### config.mk
export PLATFORM = sky130hd
export DESIGN_NAME = jsr_scan_port
export DESIGN_NICKNAME = d
export VERILOG_FILES = /design/src/jsr_scan_port.v
export VERILOG_INCLUDE_DIRS = /design/src /design/src/src
export SDC_FILE = /design/constraint.sdc
export NUM_CORES = 1
export LEC_CHECK = 0
export BUFFER_PORTS_ARGS = -buffer_cell sky130_fd_sc_hd__buf_2
export CAP_MARGIN = 0
export CORE_MARGIN = 2
export CORE_UTILIZATION = 55
export DETAILED_ROUTE_END_ITERATION = 10
export PLACE_DENSITY_LB_ADDON = 0.1
export SYNTH_ARGS = -nofsm -noshare
export SYNTH_HDL_FRONTEND = slang
export SYNTH_SLANG_ARGS = --single-unit
### constraint.sdc
create_clock -name clock -period 3.2 [get_ports clock]
set_clock_uncertainty 0.05 [all_clocks]
set_input_delay 0.64 -clock clock [delete_from_list [all_inputs] [get_ports clock]]
set_output_delay 0.64 -clock clock [all_outputs]
set_load 0.02 [all_outputs]
### src/jsr_map.vh
// constants for the scan register block: opcodes, chain layout, bus map
// assumes inclusion by jsr_scan_port.v and by the checker and testbench; definitions, no logic
`ifndef JSR_MAP_VH
`define JSR_MAP_VH
// ****************************************
// instruction register
// ****************************************
`define JSR_IR_W 16
`define JSR_CODE_W 8
`define JSR_IR_LOW 8'hFD
`define JSR_CODE_RESET 8'hEF
`define JSR_OP_EXTEST 4'h0
`define JSR_OP_CLAMP 4'h2
`define JSR_OP_HIGHZ 4'h3
`define JSR_OP_SAMPLE 4'h4
`define JSR_OP_RSTNEG 4'h6
`define JSR_OP_RSTASR 4'h7
`define JSR_OP_INTR 3'h5
`define JSR_OP_IDCODE 4'hE
`define JSR_OP_BYPASS 4'hF
// ****************************************
// data registers
// ****************************************
`define JSR_ID_W 32
`define JSR_BSR_LEN 333
`define JSR_NPIN 34
`define JSR_IN_HI 332
`define JSR_OUT_HI 298
`define JSR_CTL_HI 264
// ****************************************
// register map, byte addresses
// ****************************************
`define JSR_REG_INSTR 8'h00
`define JSR_REG_CTRL 8'h04
`define JSR_REG_STAT 8'h08
`define JSR_REG_LOG 8'h0C
`define JSR_CTRL_LOGEN 0
`define JSR_STAT_IRQ 0
`define JSR_STAT_RST 1
`define JSR_STAT_TAP_LO 4
`define JSR_STAT_CNT_LO 24
`define JSR_LOG_VALID 8
`define JSR_FIFO_DEPTH 8
`endif

### src/jsr_scan_port.v
// scan port data registers, instruction decode, pad cells and log fifo
// assumes a 50 MHz clock; tck, tms, tdi, trstN and pads are asynchronous
// How it works
// - one bypass cell, invisible to software, reset value of no meaning
// - bypass instruction puts the single bypass cell between tdi and tdo
// - sixteen bit instruction register, read only to software, loaded by the port
// - test reset or test-logic-reset state forces the id code instruction
// - instruction loads never depend on any processor state; with logging on, a full log stalls them until software drains it
// - code sits in bits 15 to 8 and is shifted in from tdi
// - low byte reads 1111_1101 always
// - 0000 extest, 0010 clamp, 0011 highz, 0100 sample/preload
// - 1110 id code, 1111 bypass, 0110/0111 reset negate/assert, 101x interrupt
// - 333 cell boundary chain at the pads, invisible to software
// - boundary chain sits between tdi and tdo under the four boundary codes
// - cell 332 is nearest tdi; bidirectional pins have in, out, enable cells
// - first group inputs 332..299, outputs 298..265, enables 264..231
// - low test reset returns tap state, instruction code and tdo enable to reset without waiting for tck
// - tap state advances on tck by tms as in the standard state machine
//
// Added by the designer: the register addresses and the APB interface to the registers.
`timescale 1ns/1ns
`include "jsr_map.vh"

// ****************************************
// log fifo
// ****************************************
module jsr_fifo #(
    parameter W = 8,
    parameter DEPTH = 8,
    parameter AW = 3
) (
    // clock and reset
    input wire clock,
    input wire arst_n,
    // filling side
    input wire inValid,
    input wire [W-1:0] inData,
    output wire inReady,
    // draining side
    output wire outValid,
    output wire [W-1:0] outData,
    input wire outReady,
    // fill level
    output wire [AW:0] count
);
    reg [W-1:0] mem [0:DEPTH-1];
    reg [AW-1:0] wrIdx_r;
    reg [AW-1:0] rdIdx_r;
    reg [AW:0] cnt_r;
    wire push;
    wire pop;

    // honest flags straight from the level
    assign inReady = (cnt_r != DEPTH[AW:0]);
    assign outValid = (cnt_r != {(AW+1){1'b0}});
    assign outData = mem[rdIdx_r];
    assign count = cnt_r;
    assign push = inValid & inReady;
    assign pop = outValid & outReady;

    // pointers wrap at the depth, which need not be a power of two
    always @(posedge clock or negedge arst_n) begin
        if (!arst_n) begin
            wrIdx_r <= {AW{1'b0}};
            rdIdx_r <= {AW{1'b0}};
            cnt_r <= {(AW+1){1'b0}};
        end else begin
            if (push) begin
                wrIdx_r <= (wrIdx_r == DEPTH[AW-1:0] - 1'b1) ? {AW{1'b0}} : wrIdx_r + 1'b1;
            end
            if (pop) begin
                rdIdx_r <= (rdIdx_r == DEPTH[AW-1:0] - 1'b1) ? {AW{1'b0}} : rdIdx_r + 1'b1;
            end
            if (push && !pop) begin
                cnt_r <= cnt_r + 1'b1;
            end else if (pop && !push) begin
                cnt_r <= cnt_r - 1'b1;
            end
        end
    end

    // storage has no reset; a read of an empty log shows an unwritten or stale slot
    always @(posedge clock) begin
        if (push) begin
            mem[wrIdx_r] <= inData;
        end
    end
endmodule

// ****************************************
// scan port top
// ****************************************
module jsr_scan_port #(
    parameter [`JSR_ID_W-1:0] ID_VALUE = 32'h00000001, // arbitrary value
    parameter NPIN = `JSR_NPIN
) (
    // clock and reset
    input wire clock,
    input wire arst_n,
    // apb slave
    input wire psel,
    input wire penable,
    input wire pwrite,
    input wire [7:0] paddr,
    input wire [31:0] pwdata,
    output reg [31:0] prdata,
    output reg pready,
    output reg pslverr,
    // test link pins
    input wire tck,
    input wire tms,
    input wire tdi,
    input wire trstN,
    output reg tdo,
    output reg tdoOe,
    // first pin group pads
    input wire [NPIN-1:0] padIn,
    output reg [NPIN-1:0] padOut,
    output reg [NPIN-1:0] padOe,
    // core side of the pads
    input wire [NPIN-1:0] coreOut,
    input wire [NPIN-1:0] coreOe,
    output reg [NPIN-1:0] coreIn,
    // requests to the core
    output reg coreRstReq,
    output reg dbgIrq
);
    // one-hot tap states
    localparam [15:0] S_TLR = 16'h0001, S_RTI = 16'h0002, S_SDR = 16'h0004;
    localparam [15:0] S_CDR = 16'h0008, S_SHDR = 16'h0010, S_E1DR = 16'h0020;
    localparam [15:0] S_PDR = 16'h0040, S_E2DR = 16'h0080, S_UDR = 16'h0100;
    localparam [15:0] S_SIR = 16'h0200, S_CIR = 16'h0400, S_SHIR = 16'h0800;
    localparam [15:0] S_E1IR = 16'h1000, S_PIR = 16'h2000, S_E2IR = 16'h4000;
    localparam [15:0] S_UIR = 16'h8000;

    // standard tap transitions
    function [15:0] tapNext;
        input [15:0] s;
        input m;
        begin
            case (s)
                S_TLR: tapNext = m ? S_TLR : S_RTI;
                S_RTI: tapNext = m ? S_SDR : S_RTI;
                S_SDR: tapNext = m ? S_SIR : S_CDR;
                S_CDR: tapNext = m ? S_E1DR : S_SHDR;
                S_SHDR: tapNext = m ? S_E1DR : S_SHDR;
                S_E1DR: tapNext = m ? S_UDR : S_PDR;
                S_PDR: tapNext = m ? S_E2DR : S_PDR;
                S_E2DR: tapNext = m ? S_UDR : S_SHDR;
                S_UDR: tapNext = m ? S_SDR : S_RTI;
                S_SIR: tapNext = m ? S_TLR : S_CIR;
                S_CIR: tapNext = m ? S_E1IR : S_SHIR;
                S_SHIR: tapNext = m ? S_E1IR : S_SHIR;
                S_E1IR: tapNext = m ? S_UIR : S_PIR;
                S_PIR: tapNext = m ? S_E2IR : S_PIR;
                S_E2IR: tapNext = m ? S_UIR : S_SHIR;
                S_UIR: tapNext = m ? S_SDR : S_RTI;
                default: tapNext = S_TLR;
            endcase
        end
    endfunction

    // boundary chain owns the data path for the four boundary codes
    function selBsr;
        input [3:0] op;
        begin
            selBsr = (op == `JSR_OP_EXTEST) || (op == `JSR_OP_CLAMP) ||
                (op == `JSR_OP_HIGHZ) || (op == `JSR_OP_SAMPLE);
        end
    endfunction

    // ****************************************
    // synchronisers and tck edges
    // ****************************************
    reg tckS1_r, tckS2_r, tckD_r;
    reg tmsS1_r, tmsS2_r, tdiS1_r, tdiS2_r;
    reg trstS1_r, trstS2_r;
    reg [NPIN-1:0] padS1_r, padS2_r;
    wire tckRise = tckS2_r & ~tckD_r;
    wire tckFall = ~tckS2_r & tckD_r;
    wire tapRst = ~trstS2_r;

    // tms and tdi share tck's latency, so they line up with its edges
    always @(posedge clock or negedge arst_n) begin
        if (!arst_n) begin
            tckS1_r <= 1'b0;
            tckS2_r <= 1'b0;
            tckD_r <= 1'b0;
            tmsS1_r <= 1'b1;
            tmsS2_r <= 1'b1;
            tdiS1_r <= 1'b0;
            tdiS2_r <= 1'b0;
            trstS1_r <= 1'b0;
            trstS2_r <= 1'b0;
            padS1_r <= {NPIN{1'b0}};
            padS2_r <= {NPIN{1'b0}};
        end else begin
            tckS1_r <= tck;
            tckS2_r <= tckS1_r;
            tckD_r <= tckS2_r;
            tmsS1_r <= tms;
            tmsS2_r <= tmsS1_r;
            tdiS1_r <= tdi;
            tdiS2_r <= tdiS1_r;
            trstS1_r <= trstN;
            trstS2_r <= trstS1_r;
            padS1_r <= padIn;
            padS2_r <= padS1_r;
        end
    end

    // ****************************************
    // tap, instruction and data registers
    // ****************************************
    reg [15:0] tap_r;
    reg [`JSR_CODE_W-1:0] code_r;
    reg [`JSR_IR_W-1:0] irShift_r;
    reg bypass_r;
    reg [`JSR_ID_W-1:0] idShift_r;
    reg [`JSR_BSR_LEN-1:0] bsrShift_r;
    reg [`JSR_BSR_LEN-1:0] bsrUpd_r;
    reg logPend_r;
    reg [`JSR_CODE_W-1:0] logData_r;
    reg ctrlLogEn_r;
    wire fifoInReady;
    wire [3:0] op = code_r[7:4];
    wire isBsr = selBsr(op);
    wire isId = (op == `JSR_OP_IDCODE);
    // a full log stalls the port until software drains it
    wire stall = logPend_r & ~fifoInReady;
    wire step = tckRise & ~stall;
    wire [`JSR_IR_W-1:0] irView = {code_r, `JSR_IR_LOW};
    integer k, p;

    // test reset clears state at once, without a tck edge
    always @(posedge clock or negedge arst_n) begin
        if (!arst_n) begin
            tap_r <= S_TLR;
            code_r <= `JSR_CODE_RESET;
        end else if (tapRst) begin
            tap_r <= S_TLR;
            code_r <= `JSR_CODE_RESET;
        end else if (step) begin
            tap_r <= tapNext(tap_r, tmsS2_r);
            if (tap_r == S_TLR) begin
                code_r <= `JSR_CODE_RESET;
            end else if (tap_r == S_UIR) begin
                // this load goes through at once; with the log full, the pending entry then stalls the following tck edges, through step, until software drains it
                code_r <= irShift_r[15:8];
            end
        end
    end

    // instruction shift path, code arrives from tdi into the top bits
    always @(posedge clock or negedge arst_n) begin
        if (!arst_n) begin
            irShift_r <= {`JSR_CODE_RESET, `JSR_IR_LOW};
        end else if (step && tap_r == S_CIR) begin
            irShift_r <= irView;
        end else if (step && tap_r == S_SHIR) begin
            irShift_r <= {tdiS2_r, irShift_r[`JSR_IR_W-1:1]};
        end
    end

    // data shift paths: tdi enters cell 332, tdo leaves from cell 0
    always @(posedge clock or negedge arst_n) begin
        if (!arst_n) begin
            bypass_r <= 1'b0;
            idShift_r <= {`JSR_ID_W{1'b0}};
            bsrShift_r <= {`JSR_BSR_LEN{1'b0}};
        end else if (step && tap_r == S_CDR) begin
            bypass_r <= 1'b0;
            idShift_r <= ID_VALUE;
            if (isBsr) begin
                for (k = 0; k < NPIN; k = k + 1) begin
                    bsrShift_r[`JSR_IN_HI - k] <= padS2_r[k];
                    bsrShift_r[`JSR_OUT_HI - k] <= padOut[k];
                    bsrShift_r[`JSR_CTL_HI - k] <= padOe[k];
                end
            end
        end else if (step && tap_r == S_SHDR) begin
            if (isBsr) begin
                bsrShift_r <= {tdiS2_r, bsrShift_r[`JSR_BSR_LEN-1:1]};
            end else if (isId) begin
                idShift_r <= {tdiS2_r, idShift_r[`JSR_ID_W-1:1]};
            end else begin
                bypass_r <= tdiS2_r;
            end
        end
    end

    // update latches only move in update-dr, so pads stay still while shifting
    always @(posedge clock or negedge arst_n) begin
        if (!arst_n) begin
            bsrUpd_r <= {`JSR_BSR_LEN{1'b0}};
        end else if (step && tap_r == S_UDR && isBsr) begin
            bsrUpd_r <= bsrShift_r;
        end
    end

    // tdo changes on the falling tck edge, driven only while shifting
    always @(posedge clock or negedge arst_n) begin
        if (!arst_n) begin
            tdo <= 1'b0;
            tdoOe <= 1'b0;
        end else if (tapRst) begin
            tdoOe <= 1'b0;
        end else if (tckFall) begin
            tdoOe <= (tap_r == S_SHIR) || (tap_r == S_SHDR);
            if (tap_r == S_SHIR) begin
                tdo <= irShift_r[0];
            end else if (isBsr) begin
                tdo <= bsrShift_r[0];
            end else if (isId) begin
                tdo <= idShift_r[0];
            end else begin
                tdo <= bypass_r;
            end
        end
    end

    // pad muxing: boundary values drive pins under extest and clamp
    always @(posedge clock or negedge arst_n) begin
        if (!arst_n) begin
            padOut <= {NPIN{1'b0}};
            padOe <= {NPIN{1'b0}};
            coreIn <= {NPIN{1'b0}};
        end else begin
            coreIn <= padS2_r;
            for (p = 0; p < NPIN; p = p + 1) begin
                if (op == `JSR_OP_EXTEST || op == `JSR_OP_CLAMP) begin
                    padOut[p] <= bsrUpd_r[`JSR_OUT_HI - p];
                    padOe[p] <= bsrUpd_r[`JSR_CTL_HI - p];
                end else if (op == `JSR_OP_HIGHZ) begin
                    padOut[p] <= coreOut[p];
                    padOe[p] <= 1'b0;
                end else begin
                    padOut[p] <= coreOut[p];
                    padOe[p] <= coreOe[p];
                end
            end
        end
    end

    // ****************************************
    // requests to the core and the log
    // ****************************************
    reg irqSticky_r;
    wire [3:0] fifoCount;
    wire fifoOutValid;
    wire [`JSR_CODE_W-1:0] fifoOutData;
    wire apbDone = psel & penable & pready;
    wire logPop = apbDone & ~pwrite & (paddr == `JSR_REG_LOG) & fifoOutValid;
    wire updIr = step & (tap_r == S_UIR) & ~tapRst;
    wire [3:0] newOp = irShift_r[15:12];
    wire irqCmd = updIr & (newOp[3:1] == `JSR_OP_INTR);
    wire irqClr = apbDone & pwrite & (paddr == `JSR_REG_STAT) & pwdata[`JSR_STAT_IRQ];

    // reset and interrupt commands act as they become active
    always @(posedge clock or negedge arst_n) begin
        if (!arst_n) begin
            coreRstReq <= 1'b0;
            dbgIrq <= 1'b0;
            irqSticky_r <= 1'b0;
            logPend_r <= 1'b0;
            logData_r <= {`JSR_CODE_W{1'b0}};
        end else begin
            dbgIrq <= irqCmd;
            if (updIr && newOp == `JSR_OP_RSTASR) begin
                coreRstReq <= 1'b1;
            end else if (updIr && newOp == `JSR_OP_RSTNEG) begin
                coreRstReq <= 1'b0;
            end
            // a new request beats a clear in the same cycle
            if (irqCmd) begin
                irqSticky_r <= 1'b1;
            end else if (irqClr) begin
                irqSticky_r <= 1'b0;
            end
            if (updIr && ctrlLogEn_r) begin
                logPend_r <= 1'b1;
                logData_r <= irShift_r[15:8];
            end else if (fifoInReady) begin
                logPend_r <= 1'b0;
            end
        end
    end

    jsr_fifo #(
        .W(`JSR_CODE_W),
        .DEPTH(`JSR_FIFO_DEPTH),
        .AW(3)
    ) logFifo (
        .clock(clock),
        .arst_n(arst_n),
        .inValid(logPend_r),
        .inData(logData_r),
        .inReady(fifoInReady),
        .outValid(fifoOutValid),
        .outData(fifoOutData),
        .outReady(logPop),
        .count(fifoCount)
    );

    // ****************************************
    // apb slave
    // ****************************************
    reg [31:0] rdMux;

    // read view; instruction register is read only
    always @* begin
        rdMux = 32'h00000000;
        case (paddr)
            `JSR_REG_INSTR: rdMux[`JSR_IR_W-1:0] = irView;
            `JSR_REG_CTRL: rdMux[`JSR_CTRL_LOGEN] = ctrlLogEn_r;
            `JSR_REG_STAT: begin
                rdMux[`JSR_STAT_IRQ] = irqSticky_r;
                rdMux[`JSR_STAT_RST] = coreRstReq;
                rdMux[`JSR_STAT_TAP_LO +: 16] = tap_r;
                rdMux[`JSR_STAT_CNT_LO +: 4] = fifoCount;
            end
            `JSR_REG_LOG: begin
                rdMux[`JSR_CODE_W-1:0] = fifoOutData;
                rdMux[`JSR_LOG_VALID] = fifoOutValid;
            end
            default: rdMux = 32'h00000000;
        endcase
    end

    // answer in the first access cycle; data latched in the setup cycle
    always @(posedge clock or negedge arst_n) begin
        if (!arst_n) begin
            pready <= 1'b0;
            pslverr <= 1'b0;
            prdata <= 32'h00000000;
            ctrlLogEn_r <= 1'b0;
        end else begin
            pready <= psel & ~penable;
            if (psel && !penable) begin
                prdata <= rdMux;
                pslverr <= (paddr != `JSR_REG_INSTR) && (paddr != `JSR_REG_CTRL) &&
                    (paddr != `JSR_REG_STAT) && (paddr != `JSR_REG_LOG);
            end else begin
                pslverr <= 1'b0;
            end
            if (apbDone && pwrite && paddr == `JSR_REG_CTRL) begin
                ctrlLogEn_r <= pwdata[`JSR_CTRL_LOGEN];
            end
        end
    end
endmodule

==> results of run 1 <==
## cell usage after synthesis, drive strengths merged, types with 3 or more instances
master and instances:
mux2i 12, o21ai 30, nor2 160, nand3 50, inv 14, mux2 348
nor4 17, edfxtp 64, a21o 4, buf 93, or3 3, a21boi 7
nand2b 11, or4 8, nand2 132, ha 7, o31ai 5, mux4 16
or4b 3, clkbuf 50, a31oi 12, a211oi 3, a22o 34, dfstp 24
nor3 16, nor4b 5, xnor2 8, nor2b 15, o221ai 5, dfrtp 680
a21oi 130, a22oi 106, nand4 6
## power groups by stage
stage / sequential [mW] / combinational (mW) / clock [mW]
finish: 10.0 / 0.639 / 8.92
global route: 10.0 / 0.713 / 9.53
CTS: 10.0 / 0.657 / 9.13
global placement: 10.2 / 0.646 / 0
detailed placement: 10.2 / 0.654 / 0
floorplan: 10.3 / 0.148 / 0
## registers in the layout (all words and copies together), names as in the netlist, 4 cells and up
register / flops
logData_r: 8
coreIn: 34
bsrUpd_r: 68
irShift_r: 16
code_r: 8
bsrShift_r: 333
padS2_r: 34
padOut: 34
tap_r: 16
logFifo.count: 4
logFifo.mem: 64
idShift_r: 32
padOe: 34
prdata: 24
padS1_r: 34
## path summary, 6_finish.rpt
| path | slack [ns] | cells after the start | from | end |
|---|---|---|---|---|
| max in group asynchronous | 1.61 | 3 | arst_n | bsrUpd_r[297] |
| worst min-delay path | 0.07 | 1 | padIn[22] | padS1_r[22] |
| min in group asynchronous | 0.55 | 2 | arst_n | bsrShift_r[67] |
| worst max-delay path | 0.18 | 6 | tap_r[15] | bsrShift_r[62] |
| worst max register to register | 0.18 | 6 | tap_r[15] | bsrShift_r[62] |
| worst min register to register | 0.29 | 0 | padS1_r[1] | padS2_r[1] |
## worst max-delay path, stage by stage, from the launching register on
cell and delay [ns]:
dfrtp_1 0.49, or4_1 0.68, or4_4 0.61, nor2_8 0.19
buf_12 0.20, buf_12 0.27, mux2_2 0.37
## through the flow
| stage | setup slack [ns] | total power [mW] |
|---|---|---|
| after floorplan | 0.05422 | 10.43 |
| after global placement | 0.08284 | 10.86 |
| after detailed placement | -0.03182 | 10.87 |
| after CTS | 0.1875 | 19.83 |
| after global routing | 0.06472 | 20.29 |
| final | 0.1826 | 19.60 |
## cells by family (layout without fill, tap and decap cells)
kind of cell | after synthesis | in the layout | share of synthesized area, %
adder cells (fa/ha/maj) | 8 | 8 | 0.3638
XOR/XNOR | 9 | 9 | 0.2665
multiplexers | 376 | 376 | 14.87
flip-flops | 768 | 768 | 66.17
AO/OA/AOI/OAI | 345 | 345 | 8.237
other | 1 | 12 | 0.01268
buffers and inverters | 157 | 498 | 3.380
AND/OR/NAND/NOR | 433 | 433 | 6.697
## layer usage
metal / global-route usage, % / vias up / wire (µm)
li1: - / 8051 / -
met1: 30.19 / 8874 / 26420
met2: 35.25 / 416 / 28180
met3: 6.202 / 108 / 3934
met4: 5.597 / 18 / 1247
met5: 0 / - / 124
## final cells by class
type,instances,area share (%)
Inverter,14,0.1525
Clock inverter,26,0.8352
Sequential cell,768,56.79
Timing Repair Buffer,348,6.921
Multi-Input combinational cell,1179,26.31
Clock buffer,110,6.463
Tap cell,688,2.498
Antenna cell,4,0.02905
## what timing repair did
action                                  in CTS  in global routing
hold buffers                                 1                  0
endpoints found under the setup margin       0                  0
hold endpoints to repair                    50                  0
==> impl_results.md, run 1 <==
- Status: finished, final reports clean
- DR iter-0 viols: around 1.0k
- Core area: about 0.053 mm²
- Hold WS: between 0.06 and 0.07 ns
- Share of cells above drive strength 1: between 30% and 40%
- H-tree Lvls: 3
- Chip width: about 240 µm
- GRT Overall Usage: 22.09%
- Placed Instances: 2996
- Critical Path End Type: register
- Final Util: between 60 and 70%
- Clk root buf: clkbuf_16
- Max-cap check violation count: 0
- Switching Power: 4.248 mW
- Die ar.: ~0.056 mm²
- Total of cells resized after clock tree synthesis: 0
- Register bit total from synthesis: 768
- Final nets: approximately 2.5k
- P&R area growth vs syn: 16.51%
- Share of synthesized registers carrying an async set or reset: approximately nine tenths
- Worst endpoint data arrival time: approximately 3.5 ns
- IO buf count: approximately 250
- Tightest Pin Transition: between 0.9 and 1 ns
- First-pass GRT wire length: 98.35 mm
- Largest net degree at the start of global routing: 85
- Synth warn: 0
- Cts bufs inserted: between 70 and 80
- Pre-Repair DR Iteration Count: 5
- Mapped Cells: 2097
- Initial Utilization: between 50% and 60%
- Max FO, Critical Path: 50
- Area of the multi-input gates: roughly 0.009 mm²
- Post-CTS setup repair buffer count: 0
- Post-route cell area: approximately 0.034 mm²
- Dpl cell area: approximately 0.032 mm²
- RSZ-0062 raised after global routing: false
- Largest cells by area after synthesis: dfrtp_1, mux2_2, edfxtp_1, mux2_1, dfstp_2
- Mapped Area: between 0.02 and 0.03 mm²
- Most frequent cells in the layout: dfrtp_1, buf_2, mux2_2
- Clock Sinks: between 700 and 800
- Setup-failing EPs final: 0
- WS Path Type: reg -> reg
- Ports: ~290
- Initial antenna violation count: 12
- Switching Share: a little over a fifth
- Rows: 84
- Fin crit period: slightly above 3 ns
- Setup TNS: 0 ns
- Clock network power share: between 40% and 50%
- Post-DP HPWL: about 39 mm
- Post-synth cell types: 65
- Commonest non-fill, non-tap cell in the layout: dfrtp_1
- Register Area: between 0.015 and 0.02 mm²
- Routed Antenna Nets: 0
- Yosys top cell area share: 57.54%
- CTS tree: built
- CP Launch Type: register
- Filler cells: between 3k and 4k
- Period utilization: 94.29%
- Post-route insts no fill: about 3.1k
- Seq pwr share: between 50 and 60%
- Avg Inst Size Synth: around 14 µm²
- CTS Buffer Depth: 3
- Vias in the first global route: 18.10k
- # DRC: 0
- FMAX: around 330 MHz
- Post-synth EDFFs: 64
- Combinational Power Share: about 3.3%
- Total number of vias: 17.47k
- Part of the Yosys area used for sequential elements: between 60% and 70%
- LEAKAGE: roughly 16 nW
- Maximum VDD drop: 0.4722 mV
- Die Ht: approximately 240 µm
- Routed vias/inst: between 5 and 6
- Top_reg_cell synth: dfrtp_1
- Total routed wirelength: ~60 mm
- Overflow after GRT: 0
- Min-delay worst type: in -> reg
- Wire per inst: approximately 19 µm
- Final Wtd Congestion: just under 0.9
- Final slew viol count: 0
- Area leader, netlist: dfrtp_1
- Cell Int Power: between 15 and 20 mW
- Relative slew margins: 39.45%
- CP Data Required Time: 3.64 ns
- Worst-skew pair later-pin latency: slightly above 0.6 ns
- Cell area power density: 568.8 mW/mm²
- Final-report hold violation count: 0
- Reg clk slew, reported paths: ~0.060 ns
Power figures use the tool's default switching activity.
==> run 2, diff against run 1 <==
--- a/config.mk
+++ b/config.mk
@@ -12,6 +12,7 @@
 export CORE_UTILIZATION = 55
 export DETAILED_ROUTE_END_ITERATION = 10
 export PLACE_DENSITY_LB_ADDON = 0.1
+export RECOVER_POWER = 25
 export SYNTH_ARGS = -nofsm -noshare
 export SYNTH_HDL_FRONTEND = slang
 export SYNTH_SLANG_ARGS = --single-unit
==> impl_results.md, run 2 (synthesis gave the netlist of run 1 again) <==
- Reg clk slew, reported paths: 0.06 ns
- Routed Antenna Nets: 0
- Failing checks: capacitance limit, slew limit
- Placed Instances: between 2k and 3k
- Tightest Pin Transition: about 2.0 ns
- Status: finished with violations
- Final Wtd Congestion: just under 0.9
- Share of cells above drive strength 1: between 20% and 30%
- H-tree Lvls: 3
- Hold WS: slightly below 0.07 ns
- Reg2reg start: tap_r[15]
- Commonest non-fill, non-tap cell in the layout: dfrtp_1
- CP Data Required Time: approximately 3.6 ns
- Post-route insts no fill: about 3.1k
- Cts bufs inserted: 78
- Routed vias/inst: around 5.6
- Crit. Startpoint: tap_r[15]
- RSZ-0062 raised after global routing: false
- Pre-Repair DR Iteration Count: 5
- GRT Overall Usage: ~22%
- Final-report hold violation count: 0
- Vias in the first global route: 18.10k
- Maximum VDD drop: 0.4727 mV
- Clock Sinks: approximately 770
- Most frequent cells in the layout: dfrtp_1, buf_2, mux2_2
- P&R area growth vs syn: 16.36%
- CTS tree: built
- Post-CTS setup repair buffer count: 0
- Relative slew margins: -33.61%
- Worst-skew pair later-pin latency: 0.62 ns
- WS Path Type: reg -> reg
- Cell area power density: around 570 mW/mm²
- Final slew viol count: 62
- Total number of vias: between 15k and 20k
- Period utilization: between 90 and 100%
- Place WS: -0.03182 ns
- Largest net degree at the start of global routing: 85
- Final worst slack: 0.1900 ns
- Core area: between 0.05 and 0.06 mm²
- Ports: 291
- Setup-failing EPs final: 0
- Total routed wirelength: approximately 60 mm
- Chip width: 235.9 µm
- Die Ht: 235.9 µm
- Max-cap check violation count: 1
- Worst endpoint data arrival time: between 3 and 4 ns
- Final nets: ~2.5k
- DR iter-0 viols: 1018
- Wire per inst: ~19 µm
- Biggest regs: bsrShift_r: 333 flops, bsrUpd_r: 68 flops, logFifo.mem: 64 flops
- Max reg flops: ~330
- Rows: 84
- Min-delay worst type: in -> reg
- Biggest register: bsrShift_r
- Post-DP HPWL: 39.01 mm
- First-pass GRT wire length: between 90 and 100 mm
- IO buf count: 251
- Overflow after GRT: 0
- Die ar.: about 0.056 mm²
- Critical Path End Type: register
- CP Launch Type: register
- Max FO, Critical Path: 50
- CTS Buffer Depth: 3
- Worst hold path startpoint: padIn[22]
- Clk root buf: clkbuf_16
- Initial Utilization: 55.94%
- Fin crit period: 3.010 ns
- Initial antenna violation count: 12
- FMAX: between 300 and 400 MHz
- LEAKAGE: 16.33 nW
- # DRC: 0
[run 2: cell types whose count changed in the layout (fill, tap and decap cells not counted), moves of 3 or more]
cell	previous run	this run
clkbuf_1	17	25
buf_4	65	58
buf_2	250	247
clkbuf_2	0	3
[run 2: critical path, cell delays in order (launching register included)]
cell and delay [ns]:
dfrtp_1 0.48, or4_1 0.67, or4_4 0.61, nor2_8 0.19, buf_12 0.20, buf_12 0.27
mux2_2 0.37
[run 2: metal layers]
metal	share of wire [%]	GRT usage [%]	up-vias
met1	44	30.19	8877
met2	47	35.25	406
li1	-	-	8058
met3	6.4	6.202	106
met4	2.1	5.597	18
met5	0.21	0	-
[run 2: repair_timing]
action / CTS / global route
resized for setup: 0 / 0
endpoints found under the hold margin: 50 / 0
hold buffers: 1 / 0
[run 2: area by class of cell]
type	instances	area [µm²]
clock buffer	110	2227
inverter	14	52.55
tap	688	860.8
clock inverter	26	287.8
antenna	4	10.01
multi-input combinational	1179	9066
fill	3879	18450
sequential	768	19570
timing repair buffer	348	2338
[run 2: power breakdown]
group	internal (mW)	switching [mW]
registers	9.95	0.0879
logic	0.200	0.433
clock network	5.19	3.72
total	15.3	4.25
[run 2: path summary, 6_finish.rpt]
kind / to / slack, ns / cells after the start
setup / recovery: bsrShift_r[62] / 0.19 / 6
hold / removal: padS1_r[22] / 0.07 / 1
setup reg to reg: bsrShift_r[62] / 0.19 / 6
hold reg to reg: padS2_r[1] / 0.29 / 0
max in group asynchronous: bsrShift_r[139] / 0.59 / 3
min in group asynchronous: bsrShift_r[67] / 1.08 / 2
[run 2: metrics by stage]
stage / TNS (ns) / utilization (%) / instance area [µm²] / power (mW)
after floorplan: 0 / - / 29600 / 10.43
after global placement: 0 / 60.39 / 31920 / 10.86
after detailed placement: -0.03182 / 60.39 / 31920 / 10.87
after CTS: 0 / 65.16 / 34450 / 19.83
after global routing: 0 / 65.09 / 34410 / 20.29
final: 0 / 65.09 / 34410 / 19.59
==> run 3, diff against run 2 <==
--- a/config.mk
+++ b/config.mk
@@ -9,7 +9,7 @@
 export BUFFER_PORTS_ARGS = -buffer_cell sky130_fd_sc_hd__buf_2
 export CAP_MARGIN = 0
 export CORE_MARGIN = 2
-export CORE_UTILIZATION = 55
+export CORE_UTILIZATION = 59
 export DETAILED_ROUTE_END_ITERATION = 10
 export PLACE_DENSITY_LB_ADDON = 0.1
 export RECOVER_POWER = 25
==> impl_results.md, run 3 (synthesis gave the netlist of run 1 again) <==
- Total routed wirelength: roughly 58 mm
- CTS Buffer Depth: 3
- Maximum VDD drop: 0.4529 mV
- Ports: between 200 and 300
- Share of cells above drive strength 1: between 20% and 30%
- Clk root buf: clkbuf_16
- Biggest register: bsrShift_r
- Final-report hold violation count: 0
- Initial Utilization: 59.31%
- CTS tree: built
- Wire per inst: 18.69 µm
- Worst-skew pair later-pin latency: 0.61 ns
- Design Power: 19.58 mW
- Final nets: between 2k and 3k
- First-pass GRT wire length: between 90 and 100 mm
- Routed Antenna Nets: 0
- Post-CTS setup repair buffer count: 0
- Tightest Pin Transition: between 1 and 1.5 ns
- Clock Sinks: about 770
- LEAKAGE: between 15 and 20 nW
- Core area: roughly 0.05 mm²
- Buf/Inv on CP: 2
- RSZ-0062 raised after global routing: false
- Min-delay worst type: in -> reg
- Reg clk slew, reported paths: 0.06 ns
- H-tree Lvls: 3
- # DRC: 0
- Crit path cell chain: or4_4 -> nor4_4 -> nand2_1 -> nor4b_4 -> buf_12 -> buf_4 -> mux2_2
- Max-cap check violation count: 0
- P&R area growth vs syn: 15.98%
- Cell area power density: around 570 mW/mm²
- Initial antenna violation count: 6
- Cts bufs inserted: 78
- Die ar.: between 0.05 and 0.06 mm²
- WS Path Type: reg -> reg
- Die Ht: between 200 and 250 µm
- Setup-failing EPs final: 0
- Max reg flops: between 300 and 400
- FMAX: 340.2 MHz
- Routed vias/inst: ~5.6
- Rows: slightly above 80
- Overflow after GRT: 0
- Worst endpoint data arrival time: 3.39 ns
- CP Launch Type: register
- Fin crit period: 2.939 ns
- Post-DP HPWL: approximately 38 mm
- CP peak stage delay: 0.61 ns
- Final Wtd Congestion: about 0.9
- Largest net degree at the start of global routing: 96
- Chip width: 227.9 µm
- IO buf count: about 250
- Status: finished, final reports clean
- Commonest non-fill, non-tap cell in the layout: dfrtp_1
- Max FO, Critical Path: 30
- Biggest regs: bsrShift_r: 333 flops, bsrUpd_r: 68 flops, logFifo.mem: 64 flops
- Most frequent cells in the layout: dfrtp_1, buf_2, mux2_2
- Vias in the first global route: between 15k and 20k
- GRT Overall Usage: between 20% and 30%
- Critical Path End Type: register
- Total number of vias: around 17k
- CP Data Required Time: about 3.7 ns
- Critical-path top delay cell: or4_4
- Period utilization: roughly nine tenths
- Setup TNS: 0 ns
- Relative slew margins: between 10% and 20%
- Delay-heaviest family, CP: simple AND/OR/NAND/NOR gates
- DR iter-0 viols: roughly 1.1k
- Final slew viol count: 0
- Pre-Repair DR Iteration Count: 8
[run 3: path summary, 6_finish.rpt]
| check | slack, ns | from | cells past startpoint | to |
|---|---|---|---|---|
| worst max-delay path | 0.26 | tap_r[6] | 7 | bsrUpd_r[236] |
| worst min-delay path | 0.07 | padIn[9] | 1 | padS1_r[9] |
| worst max register to register | 0.26 | tap_r[6] | 7 | bsrUpd_r[236] |
| worst min register to register | 0.29 | padS1_r[20] | 0 | padS2_r[20] |
| max in group asynchronous | 0.52 | arst_n | 3 | padOut[5] |
| min in group asynchronous | 0.78 | arst_n | 2 | bsrShift_r[220] |
[run 3: per-layer routing]
| layer | routed length (µm) | track usage, % | vias up | part of all wire [%] |
|---|---|---|---|---|
| met5 | 80 | 0 | - | 0.14 |
| met3 | 3721 | 6.450 | 100 | 6.4 |
| li1 | - | - | 8020 | - |
| met4 | 1184 | 6.373 | 12 | 2.0 |
| met2 | 28480 | 38.36 | 382 | 49 |
| met1 | 24680 | 31.06 | 8914 | 42 |
[run 3: cell type report]
class | count | area (µm²)
Tap cell | 672 | 840.8
Clock inverter | 20 | 217.7
Inverter | 14 | 52.55
Multi-Input combinational cell | 1179 | 9056
Antenna cell | 1 | 2.502
Sequential cell | 768 | 19570
Timing Repair Buffer | 337 | 2213
Fill cell | 3518 | 15560
Clock buffer | 121 | 2349
[run 3: report_power, final]
part / switching [mW] / total, mW / internal (mW)
registers: 0.0877 / 10.0 / 9.95
clock network: 3.67 / 8.91 / 5.24
logic: 0.429 / 0.628 / 0.198
[run 3: per-stage QoR]
step                      hold slack, ns  worst slack [ns]  cell area (µm²)  cells  utilization [%]
after global routing             0.03631           0.07895            34300   3111            68.78
final                            0.07240            0.2607            34300   3112            68.79
after global placement            0.2827            0.2024            31770   2969            63.72
after detailed placement          0.2847           0.09831            31770   2969            63.72
after floorplan                   0.2812           0.05422            29600   2104                -
after CTS                        0.02665            0.2684            34350   3111            68.89
[run 3: worst register-to-register path, delay by kind of cell (launching register included)]
kind / cells / cell delay [ns]
buf+inv: 2 / 0.53
mux: 1 / 0.35
flops: 1 / 0.47
simple gates: 4 / 1.43
[run 3: repair_timing]
item,4_1_cts,5_1_grt
gates resized for setup,0,0
endpoints found under the hold margin,37,0
hold buffers,1,0
